### src/sar_pkg.sv
package sar_pkg;
   // -----------------------------------------------------------------
   // Result word and sequencing
   // -----------------------------------------------------------------
   localparam int          RES_W      = 15;
   localparam int          STEP_W     = 4;
   localparam logic [3:0]  LAST_STEP  = 4'hf;
   localparam logic [14:0] SIGN_FLIP  = 15'h4000;
   localparam logic [14:0] DAC_RST    = 15'h0000;
   localparam logic [14:0] TOP_WEIGHT = 15'h4000;

   // -----------------------------------------------------------------
   // Host timing
   // -----------------------------------------------------------------
   localparam int CLK_NS    = 20;
   localparam int QUIET_NS  = 220;
   localparam int QUIET_CYC = (QUIET_NS + CLK_NS - 1) / CLK_NS;

   // -----------------------------------------------------------------
   // Types
   // -----------------------------------------------------------------
   typedef enum logic [0:0] {
      ST_ACQ  = 1'b0,
      ST_CONV = 1'b1
   } sar_phase_t;

   typedef struct packed {
      logic              valid;
      logic [RES_W-1:0]  code;
   } sar_word_t;
endpackage

### src/sar_readout.sv
`timescale 1ns/100ps
// How it works
// - Device alternates between acquisition (tracking) and conversion (held sample) phases.
// - Falling convert_request_n ends acquisition and starts a conversion.
// - Each of the first 15 serial clock pulses advances the capacitive_dac by one approximation step.
// - A conversion ends with a 15-bit word, 14 magnitude bits plus sign.
// - Serial data changes to the next bit on each serial clock falling edge.
// - Result is two's complement; negative inputs set the top bit.
// - Full span of twice reference_output maps onto 2^15 equal codes.
// - Bits shifted after a request belong to that same conversion, no latency.
// - Result leaves most significant bit first, then lower bits descending.
// - Data output released when request rises, driven again when it falls.
module sar_readout (
   // -----------------------------------------------------------------
   // Clock and reset
   // -----------------------------------------------------------------
   input  wire logic              i_clk,
   input  wire logic              i_rst,
   // -----------------------------------------------------------------
   // Host pins
   // -----------------------------------------------------------------
   input  wire logic              i_convert_request_n,
   input  wire logic              i_sck,
   output logic                   o_sdo,
   output logic                   o_sdo_oe_n,
   // -----------------------------------------------------------------
   // Analog model: differential input as a signed code
   // -----------------------------------------------------------------
   input  wire logic [14:0]       i_sample_code,
   output logic                   o_acquiring,
   // -----------------------------------------------------------------
   // Parallel result stream
   // -----------------------------------------------------------------
   output logic                   o_res_valid,
   output logic [14:0]            o_res_data,
   input  wire logic              i_res_ready
);
   // -----------------------------------------------------------------
   // Input synchronisers
   // -----------------------------------------------------------------
   logic        cnv_s1_r;
   logic        cnv_s2_r;
   logic        cnv_d_r;
   logic        sck_s1_r;
   logic        sck_s2_r;
   logic        sck_d_r;
   logic [14:0] smp_s1_r;
   logic [14:0] smp_s2_r;

   always_ff @(posedge i_clk or posedge i_rst) begin
      if (i_rst) begin
         cnv_s1_r <= 1'b1;
         cnv_s2_r <= 1'b1;
         cnv_d_r  <= 1'b1;
         sck_s1_r <= 1'b0;
         sck_s2_r <= 1'b0;
         sck_d_r  <= 1'b0;
         smp_s1_r <= 15'h0000;
         smp_s2_r <= 15'h0000;
      end else begin
         cnv_s1_r <= i_convert_request_n;
         cnv_s2_r <= cnv_s1_r;
         cnv_d_r  <= cnv_s2_r;
         sck_s1_r <= i_sck;
         sck_s2_r <= sck_s1_r;
         sck_d_r  <= sck_s2_r;
         smp_s1_r <= i_sample_code;
         smp_s2_r <= smp_s1_r;
      end
   end

   wire cnv_fall = cnv_d_r & ~cnv_s2_r;
   wire cnv_rise = ~cnv_d_r & cnv_s2_r;
   wire sck_rise = sck_s2_r & ~sck_d_r;
   wire sck_fall = ~sck_s2_r & sck_d_r;

   // -----------------------------------------------------------------
   // Approximation datapath
   // -----------------------------------------------------------------
   sar_pkg::sar_phase_t state_r;
   logic [14:0]         sample_r;
   logic [14:0]         dac_r;
   logic [3:0]          step_r;
   logic                bit_r;
   logic                sdo_r;
   logic                oe_n_r;
   sar_pkg::sar_word_t  pend_r;
   logic                acq_r;

   // The held sample is compared in offset binary so a plain unsigned
   // comparison does the job; the sign bit is flipped back on output.
   wire [14:0] target   = sample_r ^ sar_pkg::SIGN_FLIP;
   wire [14:0] weight   = sar_pkg::TOP_WEIGHT >> step_r;
   wire [14:0] trial    = dac_r | weight;
   wire        keep     = (target >= trial);
   wire [14:0] dac_nxt  = keep ? trial : dac_r;
   wire        in_conv  = (state_r == sar_pkg::ST_CONV);
   wire        do_step  = in_conv & sck_rise & (step_r != sar_pkg::LAST_STEP) & ~cnv_rise;
   wire        do_shift = in_conv & sck_fall & (step_r != 4'h0) & ~cnv_rise;
   wire        msb_out  = (step_r == 4'h1);
   wire        finish   = do_step & (step_r == sar_pkg::LAST_STEP - 4'h1);
   wire        buf_in_rdy;
   wire        push     = pend_r.valid & buf_in_rdy;

   // The phase flag has its own flop so the pin never shows a decode.
   always_ff @(posedge i_clk or posedge i_rst) begin
      if (i_rst) begin
         state_r  <= sar_pkg::ST_ACQ;
         acq_r    <= 1'b1;
         sample_r <= 15'h0000;
         dac_r    <= sar_pkg::DAC_RST;
         step_r   <= 4'h0;
         bit_r    <= 1'b0;
      end else if (cnv_rise) begin
         state_r  <= sar_pkg::ST_ACQ;
         acq_r    <= 1'b1;
      end else if (cnv_fall) begin
         state_r  <= sar_pkg::ST_CONV;
         acq_r    <= 1'b0;
         sample_r <= smp_s2_r;
         dac_r    <= sar_pkg::DAC_RST;
         step_r   <= 4'h0;
      end else if (do_step) begin
         dac_r    <= dac_nxt;
         bit_r    <= keep;
         step_r   <= step_r + 4'h1;
      end else if (!in_conv) begin
         sample_r <= smp_s2_r;
      end
   end

   // Bits leave as they are decided, so the word on the wire is this
   // conversion's word; only the first bit is inverted back to a sign.
   always_ff @(posedge i_clk or posedge i_rst) begin
      if (i_rst) begin
         sdo_r  <= 1'b0;
         oe_n_r <= 1'b1;
      end else if (cnv_rise) begin
         oe_n_r <= 1'b1;
      end else if (cnv_fall) begin
         oe_n_r <= 1'b0;
         sdo_r  <= 1'b0;
      end else if (do_shift) begin
         sdo_r  <= bit_r ^ msb_out;
      end
   end

   // A finished word waits here while the buffer is full; a further
   // word arriving before it drains replaces it.
   always_ff @(posedge i_clk or posedge i_rst) begin
      if (i_rst) begin
         pend_r <= '0;
      end else if (finish) begin
         pend_r.valid <= 1'b1;
         pend_r.code  <= dac_nxt ^ sar_pkg::SIGN_FLIP;
      end else if (push) begin
         pend_r.valid <= 1'b0;
      end
   end

   // -----------------------------------------------------------------
   // Two-entry output buffer
   // -----------------------------------------------------------------
   sar_pkg::sar_word_t out_r;
   sar_pkg::sar_word_t skid_r;

   wire pop       = out_r.valid & i_res_ready;
   wire out_free  = ~out_r.valid | pop;
   assign buf_in_rdy = ~skid_r.valid;

   always_ff @(posedge i_clk or posedge i_rst) begin
      if (i_rst) begin
         out_r  <= '0;
         skid_r <= '0;
      end else if (out_free) begin
         out_r        <= skid_r.valid ? skid_r : (push ? pend_r : '0);
         skid_r.valid <= skid_r.valid & push;
         skid_r.code  <= pend_r.code;
      end else if (push) begin
         skid_r <= pend_r;
      end
   end

   // -----------------------------------------------------------------
   // Outputs
   // -----------------------------------------------------------------
   assign o_sdo       = sdo_r;
   assign o_sdo_oe_n  = oe_n_r;
   assign o_acquiring = acq_r;
   assign o_res_valid = out_r.valid;
   assign o_res_data  = out_r.code;

   // -----------------------------------------------------------------
   // Elaboration checks
   // -----------------------------------------------------------------
   // The step counter, weights and sign flip are sized for this word only.
   if (sar_pkg::RES_W != 15) begin : g_bad_width
      $error("result word must be 15 bits wide");
   end
   if ((1 << sar_pkg::STEP_W) <= sar_pkg::RES_W) begin : g_bad_step
      $error("step counter too narrow for the result word");
   end
   if (int'(sar_pkg::LAST_STEP) != sar_pkg::RES_W) begin : g_bad_last
      $error("last step must equal the result width");
   end
   if (sar_pkg::SIGN_FLIP != sar_pkg::TOP_WEIGHT) begin : g_bad_sign
      $error("sign flip must be the top weight");
   end

   // -----------------------------------------------------------------
   // Shift bookkeeping for the checks
   // -----------------------------------------------------------------
   // Counts bits put on the wire since the request fell; it saturates so
   // an overlong host burst cannot wrap it back into the legal range.
   logic [4:0] shift_cnt_r;

   always_ff @(posedge i_clk or posedge i_rst) begin
      if (i_rst) begin
         shift_cnt_r <= 5'h00;
      end else if (cnv_fall) begin
         shift_cnt_r <= 5'h00;
      end else if (do_shift && (shift_cnt_r != 5'h1f)) begin
         shift_cnt_r <= shift_cnt_r + 5'h01;
      end
   end
endmodule // sar_readout
### config.mk
export PLATFORM = sky130hd
export DESIGN_NAME = sar_readout
export DESIGN_NICKNAME = d
export VERILOG_FILES = /design/src/sar_pkg.sv /design/src/sar_readout.sv
export SDC_FILE = /design/constraint.sdc
export NUM_CORES = 1
export LEC_CHECK = 0
export BUFFER_PORTS_ARGS = -buffer_cell sky130_fd_sc_hd__buf_2
export CAP_MARGIN = 20
export CELL_PAD_IN_SITES_DETAIL_PLACEMENT = 0
export CELL_PAD_IN_SITES_GLOBAL_PLACEMENT = 2
export CORE_ASPECT_RATIO = 1.25
export CORE_MARGIN = 8
export CORE_UTILIZATION = 43
export DETAILED_ROUTE_END_ITERATION = 16
export GPL_TIMING_DRIVEN = 0
export PLACE_DENSITY_LB_ADDON = 0.15
export SETUP_SLACK_MARGIN = 0.5
export SYNTH_ARGS = -nofsm -noshare
export SYNTH_HDL_FRONTEND = slang
export SYNTH_SLANG_ARGS = --single-unit
export TNS_END_PERCENT = 100
### constraint.sdc
create_clock -name i_clk -period 9.3 [get_ports i_clk]
set_input_delay 0.93 -clock i_clk [delete_from_list [all_inputs] [get_ports i_clk]]
set_output_delay 0.93 -clock i_clk [all_outputs]
set_load 0.05 [all_outputs]
==> metrics.txt, run 1 <==
H-tree depth=4; Cells after Synth=445; num ports=39; Rows=44; outcome=completed; final wirelength=10,400 um; via count=3,454; Die H=139 um; Initial DRC Count=149; drt pass-1 iters=4; DRC=0; WP data required=9.60 ns; synth top area cells=dfrtp_1, mux2_2, a21oi_1; Netlist cell types=43; Worst Skew=0.0192 ns; pre-CTS setup slack=5.86 ns; CP Launch Type=flip-flop; initial antenna violation count=0; Setup CP Type=reg2reg; area leader, netlist=dfrtp_1; max incr delay on CP=0.60 ns; Tcrit/Tclk final=37.7%; Mean Syn Cell Area=11.6 um2; worst skew pair latency=0.41 ns; Placeable Area=0.0117 mm2; LEAKAGE=2.98 nW; post-synthesis mux area share=7.10%; Max IR drop VDD=0.000135 V; Synth top area share=57.2%; commonest non-fill, non-tap cells in the layout=dfrtp_1, a21oi_1, buf_2; Post-synth top flop=dfrtp_1; setup TNS=0 ns; pwr dens=250 mW/mm2; clock input transition at the sequential cells of the worst setup and hold paths=0.05 ns; asr flop ratio synth=100%; CP dominant cell by count=ha_1; commonest non-fill, non-tap cell in the layout=dfrtp_1; antenna cells=0; CTS buffer count=17; max_cap viols=0; Post-Synth Simple-Gate Area=11.7%; post-layout min period=3.50 ns; final hold vios=0; Max Clk Rate=285 MHz; main combinational cell family by area after synthesis=compound AO/OA/AOI/OAI gates; Final WS setup=5.80 ns; Layout Nets=546; final setup fails=0; Crit. End Element=flip-flop; Die W=114 um; fin util=53.0%; port bufs=38; Seq/Total Area, Yosys=59.2%; largest net degree at the start of global routing=73; first-pass GRT wire length=17,600 um; Root Driver=clkbuf_16; Post-Synth XOR/XNOR Area=0.170%; placed wire-length estimate=7740 um; Avg Vias per Cell=5.10; unrepaired setup endpoints after global routing=no; mean routed wirelength per cell=15.3 um; Post-CTS Setup Inserts=0; CTS tree=done; Synth warnings=0; Final GP Congestion=0.782; Antenna Nets Post-Route=0; Buf+Inv Stages, Crit Path=3; # clock sinks=122; Max FO, Critical Path=10; worst-path cell chain=inv_1 > ha_1 > nor3b_1 > nor2_1 > ha_1 > and4_1 > and2_1 > buf_1 > clkbuf_1 > a21oi_1 > a211oi_1; Arrival @ worst endpoint=3.81 ns; max-slew violations=0; Worst-Margin Slew=0.964 ns; die area=0.0158 mm2; Compound-Gate Fraction of Synth Area=12.9%; Crit path max-delay family=simple AND/OR/NAND/NOR gates; non-filler instance count after layout=677; gr usage total=14.2%; vias in the first global route=3,607; Initial Util=44.2%; Hold Crit Class=reg2reg; Area Overhead vs Synth=19.8%; cell at the slowest stage of the critical path=nor3b_1; cts hold-fix bufs=0; synthesized flop and latch total=122; placed cell count=645; CTS resizes=0; adder-cell share of the synthesized area=5.57%; synthesized area=0.00516 mm2; share of cells above drive strength 1=25.2%; Syn Nets=488; global route overflow=0; Post-synth EDFFs=0; max_slew headroom=35.7%; maximum clock insertion buffer count=2; WHS=0.346 ns
[cell type report]
| class | count | area, um2 |
|---|---|---|
| Fill cell | 1084 | 5490 |
| Sequential cell | 122 | 3060 |
| Tap cell | 161 | 201 |
| Clock inverter | 11 | 148 |
| Clock buffer | 21 | 450 |
| Buffer | 25 | 118 |
| Inverter | 14 | 57.6 |
| Timing Repair Buffer | 39 | 218 |
| Multi-Input combinational cell | 284 | 1930 |
[synthesized netlist by cell type, types with 4 or more instances]
master	number
and3_1	15
inv_1	13
nand3_1	4
clkbuf_1	17
o21ai_2	7
a31oi_1	4
a211oi_1	16
mux2i_1	4
dfstp_2	4
dfrtp_1	118
nand2_1	41
mux2_2	29
buf_2	4
o31ai_2	4
a21oi_1	60
nor2_1	24
nand4_1	14
o21ai_0	5
nand2_2	8
ha_1	23
[kinds of logic after synthesis]
family,Yosys count
xor gates and xnor gates,1
DFF,122
adders and majority gates,23
buffers and inverters,39
AOI/OAI and AO/OA,107
muxes,33
and+or+nand+nor,120
[worst reg2reg max path: stages (launching register included)]
cell	delay, ns
dfrtp_1	0.42
inv_1	0.12
ha_1	0.29
nor3b_1	0.61
nor2_1	0.16
ha_1	0.33
and4_1	0.22
and2_1	0.13
buf_1	0.33
clkbuf_1	0.41
a21oi_1	0.12
a211oi_1	0.25
[metal layers]
| layer | up-vias | global-route usage (%) | wire length, um | share of wire (%) |
|---|---|---|---|---|
| met1 | 1664 | 15.9 | 4400 | 42 |
| met3 | 11 | 3.66 | 379 | 3.7 |
| met2 | 68 | 24.4 | 5410 | 52 |
| met5 | - | 0 | 0 | 0 |
| li1 | 1711 | - | - | - |
| met4 | 0 | 6.96 | 190 | 1.8 |
[stage by stage]
stage               area, um2  power [mW]
floorplan                5160       0.819
global placement         5550       0.889
detailed placement       5590       0.902
CTS                      6180        1.57
global route             6180        1.62
finish                   6180        1.55
[sequential cells by signal (all words and copies together) (netlist names), 4 cells and up]
name and flops:
step_r 4, pend_r 16, smp_s1_r 15, dac_r 15, sample_r 15, skid_r 16
o_res_data 15, smp_s2_r 15
[power by group]
part / switching (mW) / total, mW / internal, mW
Combinational: 0.190 / 0.302 / 0.113
Clock: 0.227 / 0.655 / 0.428
Sequential: 0.0212 / 0.588 / 0.567
Total: 0.438 / 1.55 / 1.11
[final timing paths]
path / startpoint / end / slack [ns] / cells after the start
max reg2reg: step_r[1] / dac_r[4] / 5.80 / 11
min in group asynchronous: i_rst / sample_r[10] / 0.55 / 2
max: step_r[1] / dac_r[4] / 5.80 / 11
max in group asynchronous: i_rst / pend_r[7] / 8.06 / 3
min reg2reg: sck_s1_r / sck_s2_r / 0.35 / 0
min: sck_s1_r / sck_s2_r / 0.35 / 0
Note: power is estimated with default switching activity, not from simulation.
==> run 2, diff against run 1 <==
CORE_UTILIZATION = 36   (was 43)
clock period = 3.1 ns   (was 9.3 ns; I/O delays follow)
==> run 2 against run 1 <==
  * Routed wire length is 11% higher
  * Largest cell class unchanged
  * Count of clock-buffer cells in the layout is 3 lower
  * Critical path depth stayed put
  * Critical endpoint is now pend_r[0]
  * Hold slack hardly changed
  * Clock skew is 0.0051 ns lower
  * Combinational power grew to 4.0 times the previous value
  * Sequential power grew to 3.0 times the previous value
  * Critical path type unchanged
  * Clock power grew to 3.2 times the previous value
==> metrics.txt, run 2 (synthesis gave the netlist of run 1 again) <==
final wirelength=11,600 um (+11%); Die W=123 um (+8.0%); Initial Util=36.3% (-7.9 points); drt pass-1 iters=4 (unchanged); outcome=completed; die area=0.0185 mm2 (+17%); num ports=39 (unchanged); crit path launch=step_r[3]; max_slew headroom=52.0% (+16 points); placed wire-length estimate=8340 um (+7.8%); clock input transition at the sequential cells of the worst setup and hold paths=0.06 ns (about the same); Setup CP Type=reg2reg; via count=3,593 (+4.0%); Placeable Area=0.0142 mm2 (+22%); WHS=0.345 ns (-0.000223 ns); vias in the first global route=3,776 (+4.7%); commonest non-fill, non-tap cell in the layout=dfrtp_1; Crit. End Element=flip-flop; Layout Nets=579 (+6.0%); reg2reg setup slack=0.61 ns (-5.18 ns); CTS buffer count=17 (unchanged); Area Overhead vs Synth=32.3%; Worst Skew=0.0141 ns (-0.00513 ns); LEAKAGE=3.22 nW (+8.2%); Initial DRC Count=123 (-17%); reg2reg end=pend_r[0]; Largest regs=pend_r (16), skid_r (16); Tcrit/Tclk final=80.3% (+43 points); Worst R2R Start=step_r[3]; placed cell count=664 (+2.9%); DRC=0 (unchanged); # clock sinks=122 (unchanged); Worst-Margin Slew=0.715 ns (-0.249 ns); Root Driver=clkbuf_16; WP data required=3.36 ns (-6.24 ns); port bufs=38 (unchanged); Die H=150 um (+8.2%); Arrival @ worst endpoint=2.75 ns (-1.06 ns); max-slew violations=0 (unchanged); CP Launch Type=flip-flop; Max FO, Critical Path=10 (unchanged); Worst Setup EP=pend_r[0]; Antenna Nets Post-Route=0 (unchanged); R2R cell count=11 (unchanged); worst skew pair latency=0.42 ns (about the same); Hold Crit Class=reg2reg; Max Clk Rate=402 MHz (+41%); initial antenna violation count=0 (unchanged); Rows=49 (+11%); max_cap viols=0 (unchanged); gr usage total=13.6% (-0.58 points); Overall Power=5.08 mW (+230%); pwr dens=744 mW/mm2 (+200%); fin util=48.0% (-5.0 points); unrepaired setup endpoints after global routing=yes; CTS tree=done; Final GP Congestion=0.770 (-1.5%); largest net degree at the start of global routing=45 (-38%); antenna cells=0 (unchanged); H-tree depth=4 (unchanged); non-filler instance count after layout=727 (+7.4%); Max IR drop VDD=0.000366 V (+170%); final hold vios=0 (unchanged); first-pass GRT wire length=19,300 um (+9.4%); maximum clock insertion buffer count=2 (unchanged); commonest non-fill, non-tap cells in the layout=dfrtp_1, a21oi_1, buf_2; post-layout min period=2.49 ns (-1.02 ns); share of cells above drive strength 1=35.0% (+9.8 points); final setup fails=0 (unchanged); mean routed wirelength per cell=15.9 um (+3.6%); global route overflow=0 (unchanged); Avg Vias per Cell=4.94 (-3.1%)
-- run 2: cell types whose count changed in the layout (fill, tap and decap cells not counted), moves of 5 or more --
cell,before,now
clkbuf_1,20,10
a21oi_2,0,8
ha_4,0,5
dlygate4sd3_1,0,18
ha_1,23,18
a21oi_1,60,48
buf_4,1,16
-- run 2: routing by layer --
| layer | vias up | global-route usage, % | share of wire [%] |
|---|---|---|---|
| met5 | - | 0 | 0 |
| li1 | 1774 | - | - |
| met3 | 18 | 4.61 | 4.4 |
| met2 | 73 | 23.1 | 51 |
| met4 | 0 | 5.61 | 2.1 |
| met1 | 1728 | 15.3 | 43 |
-- run 2: where the power goes --
group | internal (mW) | switching, mW
registers | 1.70 | 0.0690
logic | 0.536 | 0.676
clock network | 1.37 | 0.727
-- run 2: worst min-delay path by stage --
stage | cells after the start | from | endpoint
global placement | 0 | smp_s1_r[11] | smp_s2_r[11]
detailed placement | 2 | i_rst | pend_r[9]
floorplan | 0 | i_convert_request_n | cnv_s1_r
global route | 0 | smp_s1_r[2] | smp_s2_r[2]
finish | 0 | smp_s1_r[5] | smp_s2_r[5]
CTS | 0 | smp_s1_r[8] | smp_s2_r[8]
-- run 2: final cells by class --
cell class	instances	area (um2)
buffer	25	163
clock buffer	18	439
clock inverter	14	195
fill	1292	7390
inverter	14	60.1
multi-input combinational	284	2160
sequential	122	3060
tap	178	223
timing repair buffer	72	528
-- run 2: critical path: stages (launching register included) --
cell and delay [ns]:
dfrtp_1 0.37, buf_8 0.17, clkinvlp_4 0.13, nor2_4 0.16, a21oi_4 0.08, ha_1 0.30, a211o_1 0.31, a21oi_2 0.19
o31ai_4 0.13, buf_4 0.16, a21oi_4 0.19, a31oi_1 0.13
-- run 2: repair_timing --
item,in CTS,in global routing
setup buffers,8,5
hold buffers,18,0
setup endpoints to repair,21,19
gates cloned,0,0
gates resized for setup,54,18
pin swaps,5,6
hold endpoints to repair,31,0
-- run 2: metrics by stage --
| step | setup TNS (ns) | instance area, um2 | worst slack, ns |
|---|---|---|---|
| after floorplan | 0 | 5170 | 0.535 |
| after global placement | -3.65 | 5580 | -0.278 |
| after detailed placement | -3.63 | 5640 | -0.286 |
| after CTS | 0 | 6710 | 0.519 |
| after global routing | 0 | 6830 | 0.471 |
| final | 0 | 6830 | 0.611 |
==> run 3, diff against run 2 <==
CORE_UTILIZATION = 40   (was 36)
clock period = 2.3 ns   (was 3.1 ns; I/O delays follow)
==> run 3 against run 2 <==
  * The run now ends with setup timing left
  * Fmax grew 2.0%
  * Final cell count is 3.2% higher
  * Final area is 9.9% higher
  * Total power rose by 44%
  * Combinational power is 63% higher
  * Critical path type unchanged
  * Highest routed layer unchanged
==> metrics.txt, run 3 (synthesis gave the netlist of run 1 again) <==
outcome=finished with violations; failing checks=setup timing; Avg Vias per Cell=5.02 (+1.5%); Crit path max-delay family=simple AND/OR/NAND/NOR gates; share of cells above drive strength 1=44.5% (+9.5 points); Root Driver=clkbuf_16; Arrival @ worst endpoint=2.72 ns (-0.03 ns); Antenna Nets Post-Route=0 (unchanged); worst-path cell chain=inv_4 > ha_4 > nor3b_4 > nor2_2 > ha_1 > and4_4 > a21oi_4 > nand3_4 > a211oi_2 > o31ai_2; max_cap viols=0 (unchanged); Die W=118 um (-4.5%); vias in the first global route=4,013 (+6.3%); pwr dens=973 mW/mm2 (+31%); gr usage total=14.6% (+0.99 points); die area=0.0168 mm2 (-8.8%); Final WS setup=-0.141 ns (-0.751 ns); Layout Nets=612 (+5.7%); design area=0.00750 mm2 (+9.9%); Area Overhead vs Synth=45.4%; Final GP Congestion=0.814 (+5.7%); Initial Util=40.8% (+4.5 points); max_slew headroom=54.9% (+2.9 points); Overall Power=7.31 mW (+44%); Setup CP Type=reg2reg; CP Launch Type=flip-flop; antenna cells=0 (unchanged); CTS tree=done; Placement Cell Area=0.00585 mm2 (+3.7%); LEAKAGE=3.48 nW (+8.2%); Buf+Inv Stages, Crit Path=1 (-2); final hold vios=0 (unchanged); placed wire-length estimate=8070 um (-3.2%); global route overflow=0 (unchanged); Worst Skew=0.00776 ns (-0.00630 ns); commonest non-fill, non-tap cells in the layout=dfrtp_1, a21oi_1, buf_4; port bufs=38 (unchanged); H-tree depth=4 (unchanged); max-slew violations=0 (unchanged); Rows=46 (-6.1%); post-layout min period=2.44 ns (-0.0487 ns); non-filler instance count after layout=750 (+3.2%); Max FO, Critical Path=5 (-5); DRC=0 (unchanged); Die H=143 um (-4.6%); max incr delay on CP=0.47 ns (+0.10 ns); largest net degree at the start of global routing=43 (-4.4%); num ports=39 (unchanged); maximum clock insertion buffer count=2 (unchanged); cell at the slowest stage of the critical path=dfrtp_2; drt pass-1 iters=4 (unchanged); commonest non-fill, non-tap cell in the layout=dfrtp_1; worst skew pair latency=0.41 ns (about the same); final setup fails=20 (+20); Placeable Area=0.0127 mm2 (-11%); unrepaired setup endpoints after global routing=yes; mean routed wirelength per cell=15.8 um (-0.85%); # clock sinks=122 (unchanged); Worst-Margin Slew=0.675 ns (-0.0396 ns); Max Clk Rate=410 MHz (+2.0%); WP data required=2.58 ns (-0.78 ns); initial antenna violation count=0 (unchanged); clock input transition at the sequential cells of the worst setup and hold paths=0.06 ns (about the same); Hold Crit Class=reg2reg; first-pass GRT wire length=19,600 um (+2.0%); WHS=0.345 ns (-0.000626 ns); Tcrit/Tclk final=106% (+26 points); Initial DRC Count=164 (+33%); via count=3,762 (+4.7%); Crit. End Element=flip-flop; placed cell count=654 (-1.5%); Largest regs=pend_r (16), skid_r (16); setup TNS=-2.17 ns (-2.17 ns); Max IR drop VDD=0.000542 V (+48%); CTS buffer count=17 (unchanged); final wirelength=11,800 um (+2.3%)
run 3: final timing paths:
kind | from | end | cells past startpoint | slack [ns]
worst min register to register | smp_s1_r[5] | smp_s2_r[5] | 0 | 0.34
max in group asynchronous | i_rst | cnv_s1_r | 4 | 1.20
min in group asynchronous | i_rst | dac_r[5] | 3 | 0.48
worst min-delay path | smp_s1_r[5] | smp_s2_r[5] | 0 | 0.34
worst max register to register | step_r[1] | pend_r[1] | 10 | -0.14
worst max-delay path | step_r[1] | pend_r[1] | 10 | -0.14
run 3: routing by layer:
layer  track usage [%]  vias to the layer above  wire length, um
met1              15.7                     1833             4810
met5                 0                        -                0
met3              4.11                       17              439
met4              6.49                        0              192
met2              26.4                       76             6370
li1                  -                     1836                -
run 3: worst register-to-register path: cells and delay by family, from the launching register on:
family	cells	cell delay, ns
buf+inv	1	0.11
fa+ha+maj	2	0.49
compound gates	3	0.59
flops	1	0.47
simple gates	4	0.66
run 3: final cells by class:
cell class,count,area [um2]
multi-input cells,284,2430
clock buffers,18,439
flip-flops and latches,122,3060
well taps,168,210
plain buffers,25,234
repair buffers,105,836
clock inverters,14,221
inverters,14,68.8
fillers,1060,5160
run 3: power breakdown:
part / leakage (nW) / switching, mW / internal [mW] / total (mW)
Sequential: 1.57 / 0.112 / 2.29 / 2.41
Combinational: 1.60 / 1.04 / 0.931 / 1.97
Clock: 0.312 / 0.972 / 1.96 / 2.93
run 3: per-stage QoR:
step | worst slack [ns] | util, %
2_1_floorplan | 0.0586 | -
3_3_place_gp | -0.396 | 45.7
3_5_place_dp | -0.386 | 46.2
4_1_cts | -0.109 | 57.2
5_1_grt | -0.277 | 59.3
6_report | -0.141 | 59.3
run 3: what timing repair did:
item	4_1_cts	5_1_grt
setup endpoints to repair	51	61
pin swaps	25	20
gates cloned	4	1
resized for setup	57	44
buffers inserted	30	11
hold endpoints to repair	40	0
hold buffers	18	0
